### config.mk
export PLATFORM = sky130hd
export DESIGN_NAME = fhdt_framer
export DESIGN_NICKNAME = d
export VERILOG_FILES = /design/src/pkg/fhdt_pkg.sv /design/src/hw/fhdt_fifo.sv /design/src/hw/fhdt_framer.sv
export SDC_FILE = /design/constraint.sdc
export NUM_CORES = 2
export LEC_CHECK = 0
export BUFFER_PORTS_ARGS = -buffer_cell sky130_fd_sc_hd__clkbuf_2
export CAP_MARGIN = 0
export CORE_MARGIN = 5
export CORE_UTILIZATION = 45
export CTS_CLUSTER_SIZE = 30
export DETAILED_ROUTE_END_ITERATION = 12
export HOLD_SLACK_MARGIN = 0.15
export SYNTH_ARGS = -nofsm -noshare
export SYNTH_HDL_FRONTEND = slang
export SYNTH_SLANG_ARGS = --single-unit
### constraint.sdc
create_clock -name clk -period 53.9 [get_ports clk]
set_clock_uncertainty 0.2 [all_clocks]
set_input_delay 16.17 -clock clk [delete_from_list [all_inputs] [get_ports clk]]
set_output_delay 16.17 -clock clk [all_outputs]
set_load 0.01 [all_outputs]
### src/pkg/fhdt_pkg.sv
// constants for the internal frame header framer: field positions, encodings, reset values
package fhdt_pkg;

  // ****************************************
  // header geometry
  // ****************************************
  localparam int HDR_BYTES = 28;
  localparam int HDR_W     = 224;
  localparam int TS_LO     = 192;             // arrival time, 223:192
  localparam int TS_W      = 32;
  localparam int DST_LO    = 128;             // destination section, 191:128
  localparam int DST_W     = 64;
  localparam int STK_LO    = 48;              // stacking header slot, 127:48
  localparam int STK_W     = 80;
  localparam int LOW_W     = 48;              // forwarding and below, 47:0
  localparam int FMT_LO    = 38;              // destination format select, 40:38
  localparam int FMT_W     = 3;

  // ****************************************
  // destination format codes
  // ****************************************
  localparam logic [2:0] FMT_TUNNEL    = 3'h0;
  localparam logic [2:0] FMT_UNICAST   = 3'h1;
  localparam logic [2:0] FMT_MULTICAST = 3'h2;
  localparam logic [2:0] FMT_PORTLIST  = 3'h3;

  // defined bits of the destination section per format, relative to bit 128
  localparam logic [63:0] MASK_TUNNEL    = 64'h3cff_ffff_ffff_fc7f;
  localparam logic [63:0] MASK_UNICAST   = 64'h007f_ffff_ffff_ffff;
  localparam logic [63:0] MASK_MULTICAST = 64'h0000_0000_00ff_ffff;
  localparam logic [63:0] MASK_PORTLIST  = 64'h001f_ffff_ffff_ffff;
  localparam logic [63:0] MASK_NONE      = 64'h0000_0000_0000_0000;

  // ****************************************
  // field positions inside the header
  // ****************************************
  localparam int PORTS_LO   = 128;  localparam int PORTS_W  = 53;
  localparam int TTLUPD_BIT = 189;
  localparam int MACSWP_BIT = 188;
  localparam int TPID_LO    = 186;  localparam int TPID_W   = 2;
  localparam int GIDX_LO    = 174;  localparam int GIDX_W   = 10;
  localparam int GKIND_BIT  = 173;
  localparam int PROT_BIT   = 172;
  localparam int PDUOFF_LO  = 166;  localparam int PDUOFF_W = 6;
  localparam int PDUCLS_LO  = 163;  localparam int PDUCLS_W = 3;
  localparam int CLRES_LO   = 147;  localparam int CLRES_W  = 16;
  localparam int LTTL_LO    = 139;  localparam int LTTL_W   = 8;
  localparam int LBOT_BIT   = 138;
  localparam int AFTER_LO   = 133;  localparam int AFTER_W  = 2;
  localparam int STRIP_LO   = 128;  localparam int STRIP_W  = 5;
  localparam int UC_LEG_LO  = 176;  localparam int LEG_W    = 7;
  localparam int UC_MAC_LO  = 128;  localparam int MAC_W    = 48;
  localparam int MC_GRP_LO  = 142;  localparam int GRP_W    = 10;
  localparam int MC_LEG_LO  = 135;
  localparam int MC_CNT_LO  = 128;  localparam int CNT_W    = 7;

  // ****************************************
  // field encodings
  // ****************************************
  localparam logic [2:0] PDU_NONE     = 3'h0;
  localparam logic [2:0] PDU_OAM_Y    = 3'h1;
  localparam logic [2:0] PDU_OAM_TP   = 3'h2;
  localparam logic [2:0] PDU_PTP      = 3'h3;
  localparam logic [2:0] PDU_PTP_IP4  = 3'h4;
  localparam logic [2:0] PDU_PTP_IP6  = 3'h5;
  localparam logic [2:0] PDU_RSV      = 3'h6;
  localparam logic [2:0] PDU_SAM      = 3'h7;
  localparam logic [1:0] AFTER_ETH    = 2'h0;
  localparam logic [1:0] AFTER_CW     = 2'h1;
  localparam logic [1:0] AFTER_MPLS   = 2'h2;
  localparam logic [3:0] NIB_IPV4     = 4'h4;
  localparam logic [3:0] NIB_IPV6     = 4'h6;
  // decoded kind of what follows stripping
  localparam logic [2:0] KIND_ETH     = 3'h0;
  localparam logic [2:0] KIND_IPV4    = 3'h1;
  localparam logic [2:0] KIND_IPV6    = 3'h2;
  localparam logic [2:0] KIND_MPLS_CW = 3'h3;
  localparam logic [2:0] KIND_SHIM    = 3'h4;
  localparam logic [2:0] KIND_RSV     = 3'h7;

  // ****************************************
  // timing and reset values
  // ****************************************
  localparam int          CLK_MHZ      = 100;
  localparam int          CLK_PERIOD_NS = 1000 / CLK_MHZ;
  localparam logic [31:0] NS_PER_CYCLE = 32'(CLK_PERIOD_NS);
  localparam logic [31:0] TS_RESET     = 32'h0000_0000;
  localparam logic [7:0]  PREFIX_BYTES_DEF = 8'h10;
  localparam int          FIFO_DEPTH   = 16;

endpackage

### src/hw/fhdt_fifo.sv
// flip-flop fifo with valid/ready on both sides
`timescale 1ns/1ns
module fhdt_fifo #(
  parameter int W     = 224,
  parameter int DEPTH = 16
) (
  input  wire logic         clk,
  input  wire logic         sys_rst,
  input  wire logic         in_valid,
  output logic              in_ready,
  input  wire logic [W-1:0] in_data,
  output logic              out_valid,
  input  wire logic         out_ready,
  output logic [W-1:0]      out_data
);

  localparam int AW = (DEPTH > 1) ? $clog2(DEPTH) : 1;

  logic [W-1:0] mem [DEPTH];
  logic [AW-1:0] wr_ptr;
  logic [AW-1:0] rd_ptr;
  logic [AW:0]   count;
  wire           push = in_valid && in_ready;
  wire           pop  = out_valid && out_ready;

  // honest flags from the occupancy count
  assign in_ready  = (count != (AW+1)'(DEPTH));
  assign out_valid = (count != '0);
  assign out_data  = mem[rd_ptr];

  // pointers wrap at depth, which need not be a power of two
  always_ff @(posedge clk) begin
    if (sys_rst) begin
      wr_ptr <= '0;
      rd_ptr <= '0;
      count  <= '0;
    end else begin
      if (push) begin
        wr_ptr <= (wr_ptr == AW'(DEPTH-1)) ? '0 : wr_ptr + 1'b1;
      end
      if (pop) begin
        rd_ptr <= (rd_ptr == AW'(DEPTH-1)) ? '0 : rd_ptr + 1'b1;
      end
      count <= count + (AW+1)'(push) - (AW+1)'(pop);
    end
  end

  // storage carries no reset, only data
  always_ff @(posedge clk) begin
    if (push) begin
      mem[wr_ptr] <= in_data;
    end
  end

endmodule

### src/hw/fhdt_framer.sv
// internal frame header builder (extraction) and parser (injection), bits 223:0
`timescale 1ns/1ns

module fhdt_framer #(
  parameter int         DEPTH        = fhdt_pkg::FIFO_DEPTH,
  parameter logic [7:0] PREFIX_BYTES = fhdt_pkg::PREFIX_BYTES_DEF
) (
  input  wire logic          clk,
  input  wire logic          sys_rst,
  // extraction build request
  input  wire logic          build_valid,
  output logic               build_ready,
  input  wire logic [63:0]   build_dest,
  input  wire logic [79:0]   build_stack,
  input  wire logic [47:0]   build_low,
  // extraction header out
  output logic               xtr_valid,
  input  wire logic          xtr_ready,
  output logic [223:0]       xtr_header,
  // injection header in
  input  wire logic          inj_valid,
  output logic               inj_ready,
  input  wire logic [223:0]  inj_header,
  input  wire logic [3:0]    inj_first_nibble,
  // injection decoded fields out
  output logic               dec_valid,
  input  wire logic          dec_ready,
  output logic [2:0]         destination_format_select,
  output logic               format_error,
  output logic [52:0]        egress_port_mask,
  output logic               route_ttl_update,
  output logic               mac_swap_request,
  output logic [1:0]         tag_protocol_select,
  output logic [3:0]         tpid_onehot,
  output logic [9:0]         generic_index,
  output logic               virtual_switch_instance,
  output logic               protection_active_flag,
  output logic [5:0]         pdu_halfword_offset,
  output logic [7:0]         pdu_start_bytes,
  output logic [2:0]         pdu_class,
  output logic               pdu_is_oam,
  output logic               pdu_is_ptp,
  output logic [15:0]        classifier_match_result,
  output logic [7:0]         label_ttl_value,
  output logic               label_bottom_flag,
  output logic [2:0]         header_after_strip,
  output logic [4:0]         halfword_strip_count,
  output logic [5:0]         strip_bytes,
  output logic [6:0]         egress_router_leg,
  output logic [47:0]        next_hop_dest_mac,
  output logic [9:0]         multicast_group_index,
  output logic [6:0]         routed_copy_count,
  output logic [79:0]        stack_slot,
  // transmit stripping
  input  wire logic          keep_header_sel,
  input  wire logic          prefix_present,
  output logic [7:0]         tx_strip_len
);

  // ****************************************
  // shared decoding
  // ****************************************

  // defined bits of the destination section for a format; reserved codes keep nothing
  function automatic logic [63:0] dst_mask(input logic [2:0] fmt);
    case (fmt)
      fhdt_pkg::FMT_TUNNEL:    dst_mask = fhdt_pkg::MASK_TUNNEL;
      fhdt_pkg::FMT_UNICAST:   dst_mask = fhdt_pkg::MASK_UNICAST;
      fhdt_pkg::FMT_MULTICAST: dst_mask = fhdt_pkg::MASK_MULTICAST;
      fhdt_pkg::FMT_PORTLIST:  dst_mask = fhdt_pkg::MASK_PORTLIST;
      default:                 dst_mask = fhdt_pkg::MASK_NONE;
    endcase
  endfunction

  // ****************************************
  // arrival time counter
  // ****************************************
  // one clock, so time advances a period per edge
  logic [31:0] ns_count;

  // free running nanosecond time, wraps after about 4.3 s
  always_ff @(posedge clk) begin
    if (sys_rst) begin
      ns_count <= fhdt_pkg::TS_RESET;
    end else begin
      ns_count <= ns_count + fhdt_pkg::NS_PER_CYCLE;
    end
  end

  // ****************************************
  // extraction build path
  // ****************************************
  // reserved bits are masked, never refused
  wire [2:0]   b_fmt    = build_low[fhdt_pkg::FMT_LO +: fhdt_pkg::FMT_W];
  wire [63:0]  b_dest   = build_dest & dst_mask(b_fmt);
  // time sampled when the request is taken, not when it leaves
  wire [223:0] b_header = {ns_count, b_dest, build_stack, build_low};

  // fifo head side
  logic         fifo_out_valid;
  logic         fifo_out_ready;
  logic [223:0] fifo_out_data;

  // sixteen headers absorb extraction bursts; full stalls the requester
  fhdt_fifo #(
    .W     (fhdt_pkg::HDR_W),
    .DEPTH (DEPTH)
  ) u_fifo (
    .clk       (clk),
    .sys_rst   (sys_rst),
    .in_valid  (build_valid),
    .in_ready  (build_ready),
    .in_data   (b_header),
    .out_valid (fifo_out_valid),
    .out_ready (fifo_out_ready),
    .out_data  (fifo_out_data)
  );

  // output register so the header port comes straight from flops
  assign fifo_out_ready = !xtr_valid || xtr_ready;

  // header register loads when empty or taken
  always_ff @(posedge clk) begin
    if (sys_rst) begin
      xtr_valid  <= 1'b0;
      xtr_header <= '0;
    end else if (fifo_out_ready) begin
      xtr_valid  <= fifo_out_valid;
      xtr_header <= fifo_out_data;
    end
  end

  // ****************************************
  // injection parse path: field extraction
  // ****************************************
  // injected word, fields cut straight off it
  wire [223:0] h        = inj_header;
  wire [2:0]   p_fmt    = h[fhdt_pkg::FMT_LO +: fhdt_pkg::FMT_W];
  wire [63:0]  p_dst    = h[fhdt_pkg::DST_LO +: fhdt_pkg::DST_W];
  wire [63:0]  p_mask   = dst_mask(p_fmt);
  wire         is_tun   = (p_fmt == fhdt_pkg::FMT_TUNNEL);
  wire         is_uc    = (p_fmt == fhdt_pkg::FMT_UNICAST);
  wire         is_mc    = (p_fmt == fhdt_pkg::FMT_MULTICAST);
  wire         is_pl    = (p_fmt == fhdt_pkg::FMT_PORTLIST);
  wire         fmt_rsv  = !(is_tun || is_uc || is_mc || is_pl);
  // undocumented tunnel bits are not checked, only ignored
  wire [63:0]  chk_mask = is_tun ? ~(p_mask | 64'h0000_0000_0000_0380) : ~p_mask;
  wire         rsv_set  = (p_dst & chk_mask) != 64'h0000_0000_0000_0000;

  // tunnel fields
  wire [1:0]   p_tpid   = h[fhdt_pkg::TPID_LO +: fhdt_pkg::TPID_W];
  wire         p_gkind  = h[fhdt_pkg::GKIND_BIT];
  wire [5:0]   p_off    = h[fhdt_pkg::PDUOFF_LO +: fhdt_pkg::PDUOFF_W];
  wire [2:0]   p_cls    = h[fhdt_pkg::PDUCLS_LO +: fhdt_pkg::PDUCLS_W];
  wire [1:0]   p_after  = h[fhdt_pkg::AFTER_LO +: fhdt_pkg::AFTER_W];
  wire [4:0]   p_strip  = h[fhdt_pkg::STRIP_LO +: fhdt_pkg::STRIP_W];
  wire [3:0]   p_onehot = 4'h1 << p_tpid;
  wire         cls_oam  = (p_cls == fhdt_pkg::PDU_OAM_Y) ||
                          (p_cls == fhdt_pkg::PDU_OAM_TP);
  wire         cls_ptp  = (p_cls == fhdt_pkg::PDU_PTP) ||
                          (p_cls == fhdt_pkg::PDU_PTP_IP4) ||
                          (p_cls == fhdt_pkg::PDU_PTP_IP6);
  wire         tun_bad  = is_tun && (!p_gkind ||
                          (p_cls == fhdt_pkg::PDU_RSV) || (p_after == 2'h3));
  // pdu start counted from frame start: stripped halfwords plus offset
  wire [7:0]   p_pdu    = {({2'h0, p_strip} + {1'b0, p_off}), 1'b0};
  wire [5:0]   p_sbytes = {p_strip, 1'b0};

  // what follows the stripped region; a control word is told apart by its first nibble
  wire [2:0]   cw_kind  = (inj_first_nibble == fhdt_pkg::NIB_IPV4) ? fhdt_pkg::KIND_IPV4 :
                          (inj_first_nibble == fhdt_pkg::NIB_IPV6) ? fhdt_pkg::KIND_IPV6 :
                          fhdt_pkg::KIND_MPLS_CW;
  wire [2:0]   p_kind   = (p_after == fhdt_pkg::AFTER_ETH)  ? fhdt_pkg::KIND_ETH  :
                          (p_after == fhdt_pkg::AFTER_CW)   ? cw_kind            :
                          (p_after == fhdt_pkg::AFTER_MPLS) ? fhdt_pkg::KIND_SHIM :
                          fhdt_pkg::KIND_RSV;

  // router leg sits at a different place in the two routing formats
  wire [6:0]   p_leg    = is_uc ? h[fhdt_pkg::UC_LEG_LO +: fhdt_pkg::LEG_W] :
                          is_mc ? h[fhdt_pkg::MC_LEG_LO +: fhdt_pkg::LEG_W] : 7'h00;

  // ****************************************
  // injection parse path: decoded register stage
  // ****************************************
  assign inj_ready = !dec_valid || dec_ready;
  wire   take      = inj_valid && inj_ready;

  // valid holds until the consumer takes it
  always_ff @(posedge clk) begin
    if (sys_rst) begin
      dec_valid <= 1'b0;
    end else if (inj_ready) begin
      dec_valid <= inj_valid;
    end
  end

  // fields of other formats read as zero so a consumer cannot misuse them
  always_ff @(posedge clk) begin
    if (sys_rst) begin
      destination_format_select <= 3'h0;
      format_error              <= 1'b0;
      egress_port_mask          <= '0;
      route_ttl_update          <= 1'b0;
      mac_swap_request          <= 1'b0;
      tag_protocol_select       <= 2'h0;
      tpid_onehot               <= 4'h0;
      generic_index             <= 10'h000;
      virtual_switch_instance   <= 1'b0;
      protection_active_flag    <= 1'b0;
      pdu_halfword_offset       <= 6'h00;
      pdu_start_bytes           <= 8'h00;
      pdu_class                 <= 3'h0;
      pdu_is_oam                <= 1'b0;
      pdu_is_ptp                <= 1'b0;
      classifier_match_result   <= 16'h0000;
      label_ttl_value           <= 8'h00;
      label_bottom_flag         <= 1'b0;
      header_after_strip        <= 3'h0;
      halfword_strip_count      <= 5'h00;
      strip_bytes               <= 6'h00;
      egress_router_leg         <= 7'h00;
      next_hop_dest_mac         <= '0;
      multicast_group_index     <= 10'h000;
      routed_copy_count         <= 7'h00;
      stack_slot                <= '0;
    end else if (take) begin
      destination_format_select <= p_fmt;
      format_error              <= fmt_rsv || rsv_set || tun_bad;
      egress_port_mask          <= is_pl ? h[fhdt_pkg::PORTS_LO +: fhdt_pkg::PORTS_W]
                                         : 53'h0;
      route_ttl_update          <= is_tun && h[fhdt_pkg::TTLUPD_BIT];
      mac_swap_request          <= is_tun && h[fhdt_pkg::MACSWP_BIT];
      tag_protocol_select       <= is_tun ? p_tpid : 2'h0;
      tpid_onehot               <= is_tun ? p_onehot : 4'h0;
      generic_index             <= is_tun ? h[fhdt_pkg::GIDX_LO +: fhdt_pkg::GIDX_W]
                                          : 10'h000;
      virtual_switch_instance   <= is_tun && p_gkind;
      protection_active_flag    <= is_tun && h[fhdt_pkg::PROT_BIT];
      pdu_halfword_offset       <= is_tun ? p_off : 6'h00;
      pdu_start_bytes           <= is_tun ? p_pdu : 8'h00;
      pdu_class                 <= is_tun ? p_cls : 3'h0;
      pdu_is_oam                <= is_tun && cls_oam;
      pdu_is_ptp                <= is_tun && cls_ptp;
      classifier_match_result   <= is_tun ? h[fhdt_pkg::CLRES_LO +: fhdt_pkg::CLRES_W]
                                          : 16'h0000;
      label_ttl_value           <= is_tun ? h[fhdt_pkg::LTTL_LO +: fhdt_pkg::LTTL_W]
                                          : 8'h00;
      label_bottom_flag         <= is_tun && h[fhdt_pkg::LBOT_BIT];
      header_after_strip        <= is_tun ? p_kind : 3'h0;
      halfword_strip_count      <= is_tun ? p_strip : 5'h00;
      strip_bytes               <= is_tun ? p_sbytes : 6'h00;
      egress_router_leg         <= p_leg;
      next_hop_dest_mac         <= is_uc ? h[fhdt_pkg::UC_MAC_LO +: fhdt_pkg::MAC_W]
                                         : 48'h0;
      multicast_group_index     <= is_mc ? h[fhdt_pkg::MC_GRP_LO +: fhdt_pkg::GRP_W]
                                         : 10'h000;
      routed_copy_count         <= is_mc ? h[fhdt_pkg::MC_CNT_LO +: fhdt_pkg::CNT_W]
                                         : 7'h00;
      stack_slot                <= h[fhdt_pkg::STK_LO +: fhdt_pkg::STK_W];
    end
  end

  // ****************************************
  // transmit stripping length
  // ****************************************
  // bytes cut ahead of the frame on transmit
  wire [7:0] hdr_len  = 8'(fhdt_pkg::HDR_BYTES);
  wire [7:0] pre_len  = prefix_present ? PREFIX_BYTES : 8'h00;
  wire [7:0] next_tx_strip_len = keep_header_sel ? 8'h00 : hdr_len + pre_len;

  // a kept header leaves the frame untouched, prefix included
  always_ff @(posedge clk) begin
    if (sys_rst) begin
      tx_strip_len <= 8'h00;
    end else begin
      tx_strip_len <= next_tx_strip_len;
    end
  end

endmodule

# After elaboration in Yosys (flattened, before gate mapping)
# Memories as Yosys holds them, arrays and structs flattened. A register that Yosys moved wholly into a read port is not among the register bits.
# Index checks and enable logic that the tools add are counted.
# Widths: inputs -> output; s select.
[word_totals]
ff_bits = 342
mem_bits_rw = 3584
input_bits = 428
out_inout_bits = 523
elab_cells = 129
memories = 1
[memory_table]
columns = ["name", "words", "word_bits", "rd", "rd_clocked_by_memory_dff", "write_ports", "line", "rtl"]
rows = [
  ["u_fifo.mem", 16, 224, 1, 1, 1, "fhdt_fifo.sv:19", "logic [W-1:0] mem [DEPTH];"],
]
[classes]
n_addsub = 7
eq_ne = 20
n_shift = 1
muxes = 30
bitwise_logic = 4
n_reduce_logical = 33
[ops]
columns = ["cell", "n"]
rows = [
  ["$pmux 62 s4", 2],
  ["$and 64x64->64", 2],
  ["$not 64->64", 2],
  ["$mux 64", 1],
  ["$reduce_bool 64->1", 1],
  ["$mux 53", 1],
  ["$mux 48", 1],
  ["$add 32x4->32 const B", 1],
  ["$mux 7", 3],
  ["$mux 10", 2],
  ["$eq 3x2->1 const B", 6],
  ["$mux 16", 1],
  ["$mux 8", 2],
  ["$logic_or 1x1->1", 12],
  ["$mux 3", 4],
  ["$mux 4", 3],
  ["$mux 6", 2],
  ["$logic_and 1x1->1", 11],
  ["$mux 5", 2],
  ["$eq 3x1->1 const B", 3],
  ["$eq 3x3->1 const B", 3],
  ["$add 4x1->4 const B", 2],
  ["$eq 4x3->1 const B", 2],
  ["$eq 4x4->1 const B", 2],
  ["15 further kinds", 24],
]

# Logic depth before layout (Yosys ltp)
[logic_depth]
word_depth = 8
mapped_depth = 13
ltp_nobuf = 13

# Hierarchy
# Synthesis repeated with hierarchy kept, for this count alone.
[hier_totals]
cells_unflattened = 8094
area_unflattened_um2 = 154654.6
[by_module_without_submodules]
columns = ["module", "n_inst", "cells_each", "area_each_um2", "seq_area_each_um2"]
rows = [
  ["fhdt_fifo", 1, 5764, 135207.2, 107963.5],
  ["fhdt_framer", 1, 2330, 19447.4, 10810.4],
]

# Least setup slack after synthesis
# OpenSTA, ideal clock, no wires.
[synth_timing]
kind = "input -> output"
startpoint = "input port dec_ready"
endpoint = "output port inj_ready"
arrival_time_ns = 16.546
required_time_ns = 37.530
slack_ns = 20.984
path_stages = 3
path_buffers = 1
cell_sequence = "nor2b_1 -> buf_2 -> inv_1"
[synth_via]
elab_chain_len = 1
[synth_lines]
columns = ["item", "line", "rtl"]
rows = [
  ["start, declared", "fhdt_framer.sv:27", "input wire logic dec_ready,"],
  ["$logic_or 1x1->1", "fhdt_framer.sv:185", "assign inj_ready = !dec_valid || dec_ready;"],
  ["end, declared", "fhdt_framer.sv:22", "output logic inj_ready,"],
]
# No other way between the ends.

# Final worst setup path
# Ends and elaborated chain as after synthesis.

==> summary.md <==
| Metric | Value |
|---|---|
| Worst R2R Start | `u_fifo.rd_ptr[0]` |
| CTS Root Cell | `clkbuf_16` |
| RSZ-0062 raised after global routing | `no` |
| Routed length per instance | `30.5 um` |
| Vias | `slightly below 80000` |
| GP Congestion | `between 0.9 and 1` |
| CTS tree | `built` |
| Status | `completed` |
| Crit. Startpoint | `dec_ready` |
| Max-cap viol count | `0` |
| Initial antenna violation count | `around 60` |
| Yosys cell types | `between 60 and 70` |
| Post-CTS Setup Bufs | `0` |
| Static leakage | `56.3 nW` |
| DRT antenna net count | `0` |
| Hold_buf cts | `0` |
| Peak supply drop | `0.0000580 V` |
| Pin count of the biggest net entering global routing | `approximately 190` |
| CP max FO | `8` |
| Global route overflow | `0` |
| H-tree depth | `5` |
| Design Power | `7.84 mW` |
| CTS Buffer Depth | `4` |
| Num CTS Buffers | `a little over 400` |
| PostCTS Resize Cnt | `0` |
| Worst hold start | `stack_slot[72]` |
| Async SR Flop Fraction | `0%` |
| Setup crit start kind | `primary input` |
| Row Count | `~210` |
| Worst hold-check path type | `register to register` |
| Area Overhead vs Synth | `15.4%` |
| Synth top area share | `between 70% and 80%` |
| Hold Fails Final Rpt | `0` |
| Number of detailed-route iterations in the first pass | `6` |
| Most common cell after layout, fill and taps aside | `edfxtp_1` |
| Global-route wire length before repair | `between 500000 and 600000 um` |
| Setup Viol. Count Final | `0` |
| Power Density | `about 45 mW/mm2` |
| Post-synth EDFFs | `roughly 3500` |
| Fin crit period | `around 33 ns` |
| Relative slew margins | `between 10% and 20%` |
| R2R setup slack | `48.30 ns` |
| Total wire length | `around 400000 um` |
| Port Buf Inserts | `about 860` |
| FMAX | `roughly 30 MHz` |
| RR Endpoint | `xtr_header[138]` |
| Die area | `~0.35 mm2` |
| Die width | `about 590 um` |
| DRC viols | `0` |
| Final TNS setup | `0 ns` |
| Crit end category | `primary output` |
| Yosys top cell by area | `edfxtp_1` |
| Final slew viol count | `0` |
| Setup ws final | `approximately 21 ns` |
| Synth Warn # | `0` |
| WHS | `around 0.25 ns` |
| Avg Cell Area, Syn | `slightly below 20 um2` |
| IO Count | `951` |
| Chip height | `slightly below 600 um` |
| Critical Path Sink | `inj_ready` |
| Tightest Pin Transition | `around 1.2 ns` |
| Tot GR Track Use | `a little under a quarter` |
| Category of the most critical setup path | `primary input to primary output` |
| Layout cells sized above 1 | `roughly 28%` |
| Dpl ws | `a little over 20 ns` |
| Commonest non-fill, non-tap cells in the layout | `3504 x edfxtp_1, 856 x clkbuf_2, 768 x mux4_2` |
| Initial drt markers | `6743` |
| Crit path arrival time | `16.99 ns` |
| Fin nets | `~9000` |
| Core area | `about 0.33 mm2` |
| Register area share after synthesis | `between 70% and 80%` |
| Synthesized flop and latch total | `just over 4000` |
| Clk_lat worst skew | `roughly 0.96 ns` |
| Syn Std Cell Area | `about 0.15 mm2` |
| Dpl hpwl | `218000 um` |
| Vias in the first global route | `between 80000 and 90000` |
| Final period util | `between 60% and 70%` |
| Reg clk slew, reported paths | `about 0.06 ns` |
| Post-DR vias/cell | `5.88` |
| Initial core utilization | `between 40% and 50%` |
| Post-Syn Instances | `roughly 7600` |
| WP data required | `about 38 ns` |
| Top_reg_cell synth | `edfxtp_1` |
| Clock Sink Count | `between 4000 and 5000` |
| FF-to-FF path depth | `7` |
| Synth top area cells | `edfxtp_1 70%, mux4_2 12%, dfxtp_1 7.3%, mux2i_1 2.0%, a22oi_1 2.0%` |
## worst min-delay path by stage
stage,slack (ns),endpoint,cells past startpoint
4_1_cts,0.25,stack_slot[51],2
3_3_place_gp,0.25,stack_slot[27],2
6_report,0.25,stack_slot[72],2
3_5_place_dp,0.25,stack_slot[51],2
5_1_grt,0.27,stack_slot[67],2
2_1_floorplan,0.28,pdu_start_bytes[4],2
## cells in the mapped netlist (5+ instances only)
cell type,number
edfxtp_1,3504
mux4_2,768
dfxtp_1,548
a22oi_1,403
nor2_1,354
nand2_1,331
mux2i_1,306
clkbuf_1,251
a211oi_1,168
buf_2,153
a21oi_1,134
o211ai_1,116
o22ai_1,83
buf_1,55
and2_1,42
nor2b_1,41
mux2_2,38
o21ai_0,31
a311oi_1,26
nor3_1,21
buf_4,20
inv_1,19
ha_1,17
nand3_1,15
nor4_1,13
nand4_1,10
or3_1,10
xor2_1,9
a22o_1,8
xnor2_1,7
nand2b_1,5
nand3b_1,5
## worst max-delay path, cell delays in order
cell and delay [ns]:
clkbuf_2 0.09, nor2b_1 0.15, buf_4 0.25, inv_1 0.17, clkbuf_2 0.17
## flip-flops by register name, indices dropped and copies added, names as in the netlist, 10 cells and up
name                     flops
classifier_match_result     16
egress_port_mask            53
generic_index               10
multicast_group_index       10
next_hop_dest_mac           48
ns_count                    31
stack_slot                  80
u_fifo.mem                3504
xtr_header                 219
## logic make-up (layout without fill, tap and decap cells)
logic type	Yosys count	in the layout	synth area share (%)
flip-flops	4052	4052	77.3
AND/OR/NAND/NOR	874	874	2.53
multiplexers	1112	1112	13.8
buffers and inverters	501	1813	1.43
AO/OA/AOI/OAI	985	985	4.60
other	1	25	0.00250
XOR/XNOR	16	16	0.0933
adder cells (fa/ha/maj)	19	19	0.168
## power by group
part           switching [mW]  internal, mW
sequential             0.0880          3.54
clock                    1.19          1.67
combinational           0.727         0.614
total                    2.01          5.83
## metal layers
metal / track usage (%) / vias to the layer above / part of all wire [%]
met5: 0 / - / 0.078
met1: 30.0 / 41700 / 40
met3: 4.13 / 654 / 6.6
met4: 7.66 / 48 / 3.6
met2: 39.2 / 2809 / 50
li1: - / 32900 / -
## stage by stage
stage	instances	utilization (%)	area (um2)
2_1_floorplan	7570	-	150000
3_3_place_gp	12500	48.0	160000
3_5_place_dp	12500	48.0	160000
4_1_cts	13300	52.1	173000
5_1_grt	13300	52.1	173000
6_report	13300	52.1	173000
## layout make-up
class	count	area, um2
clock inverter	205	2170
multi-input combinational	3017	32200
timing repair buffer	1015	5690
sequential	4052	116000
tap	4387	5490
antenna	14	35.0
inverter	20	75.1
fill	26300	159000
clock buffer	573	11600
No activity file was read; power rests on OpenSTA's default activity.
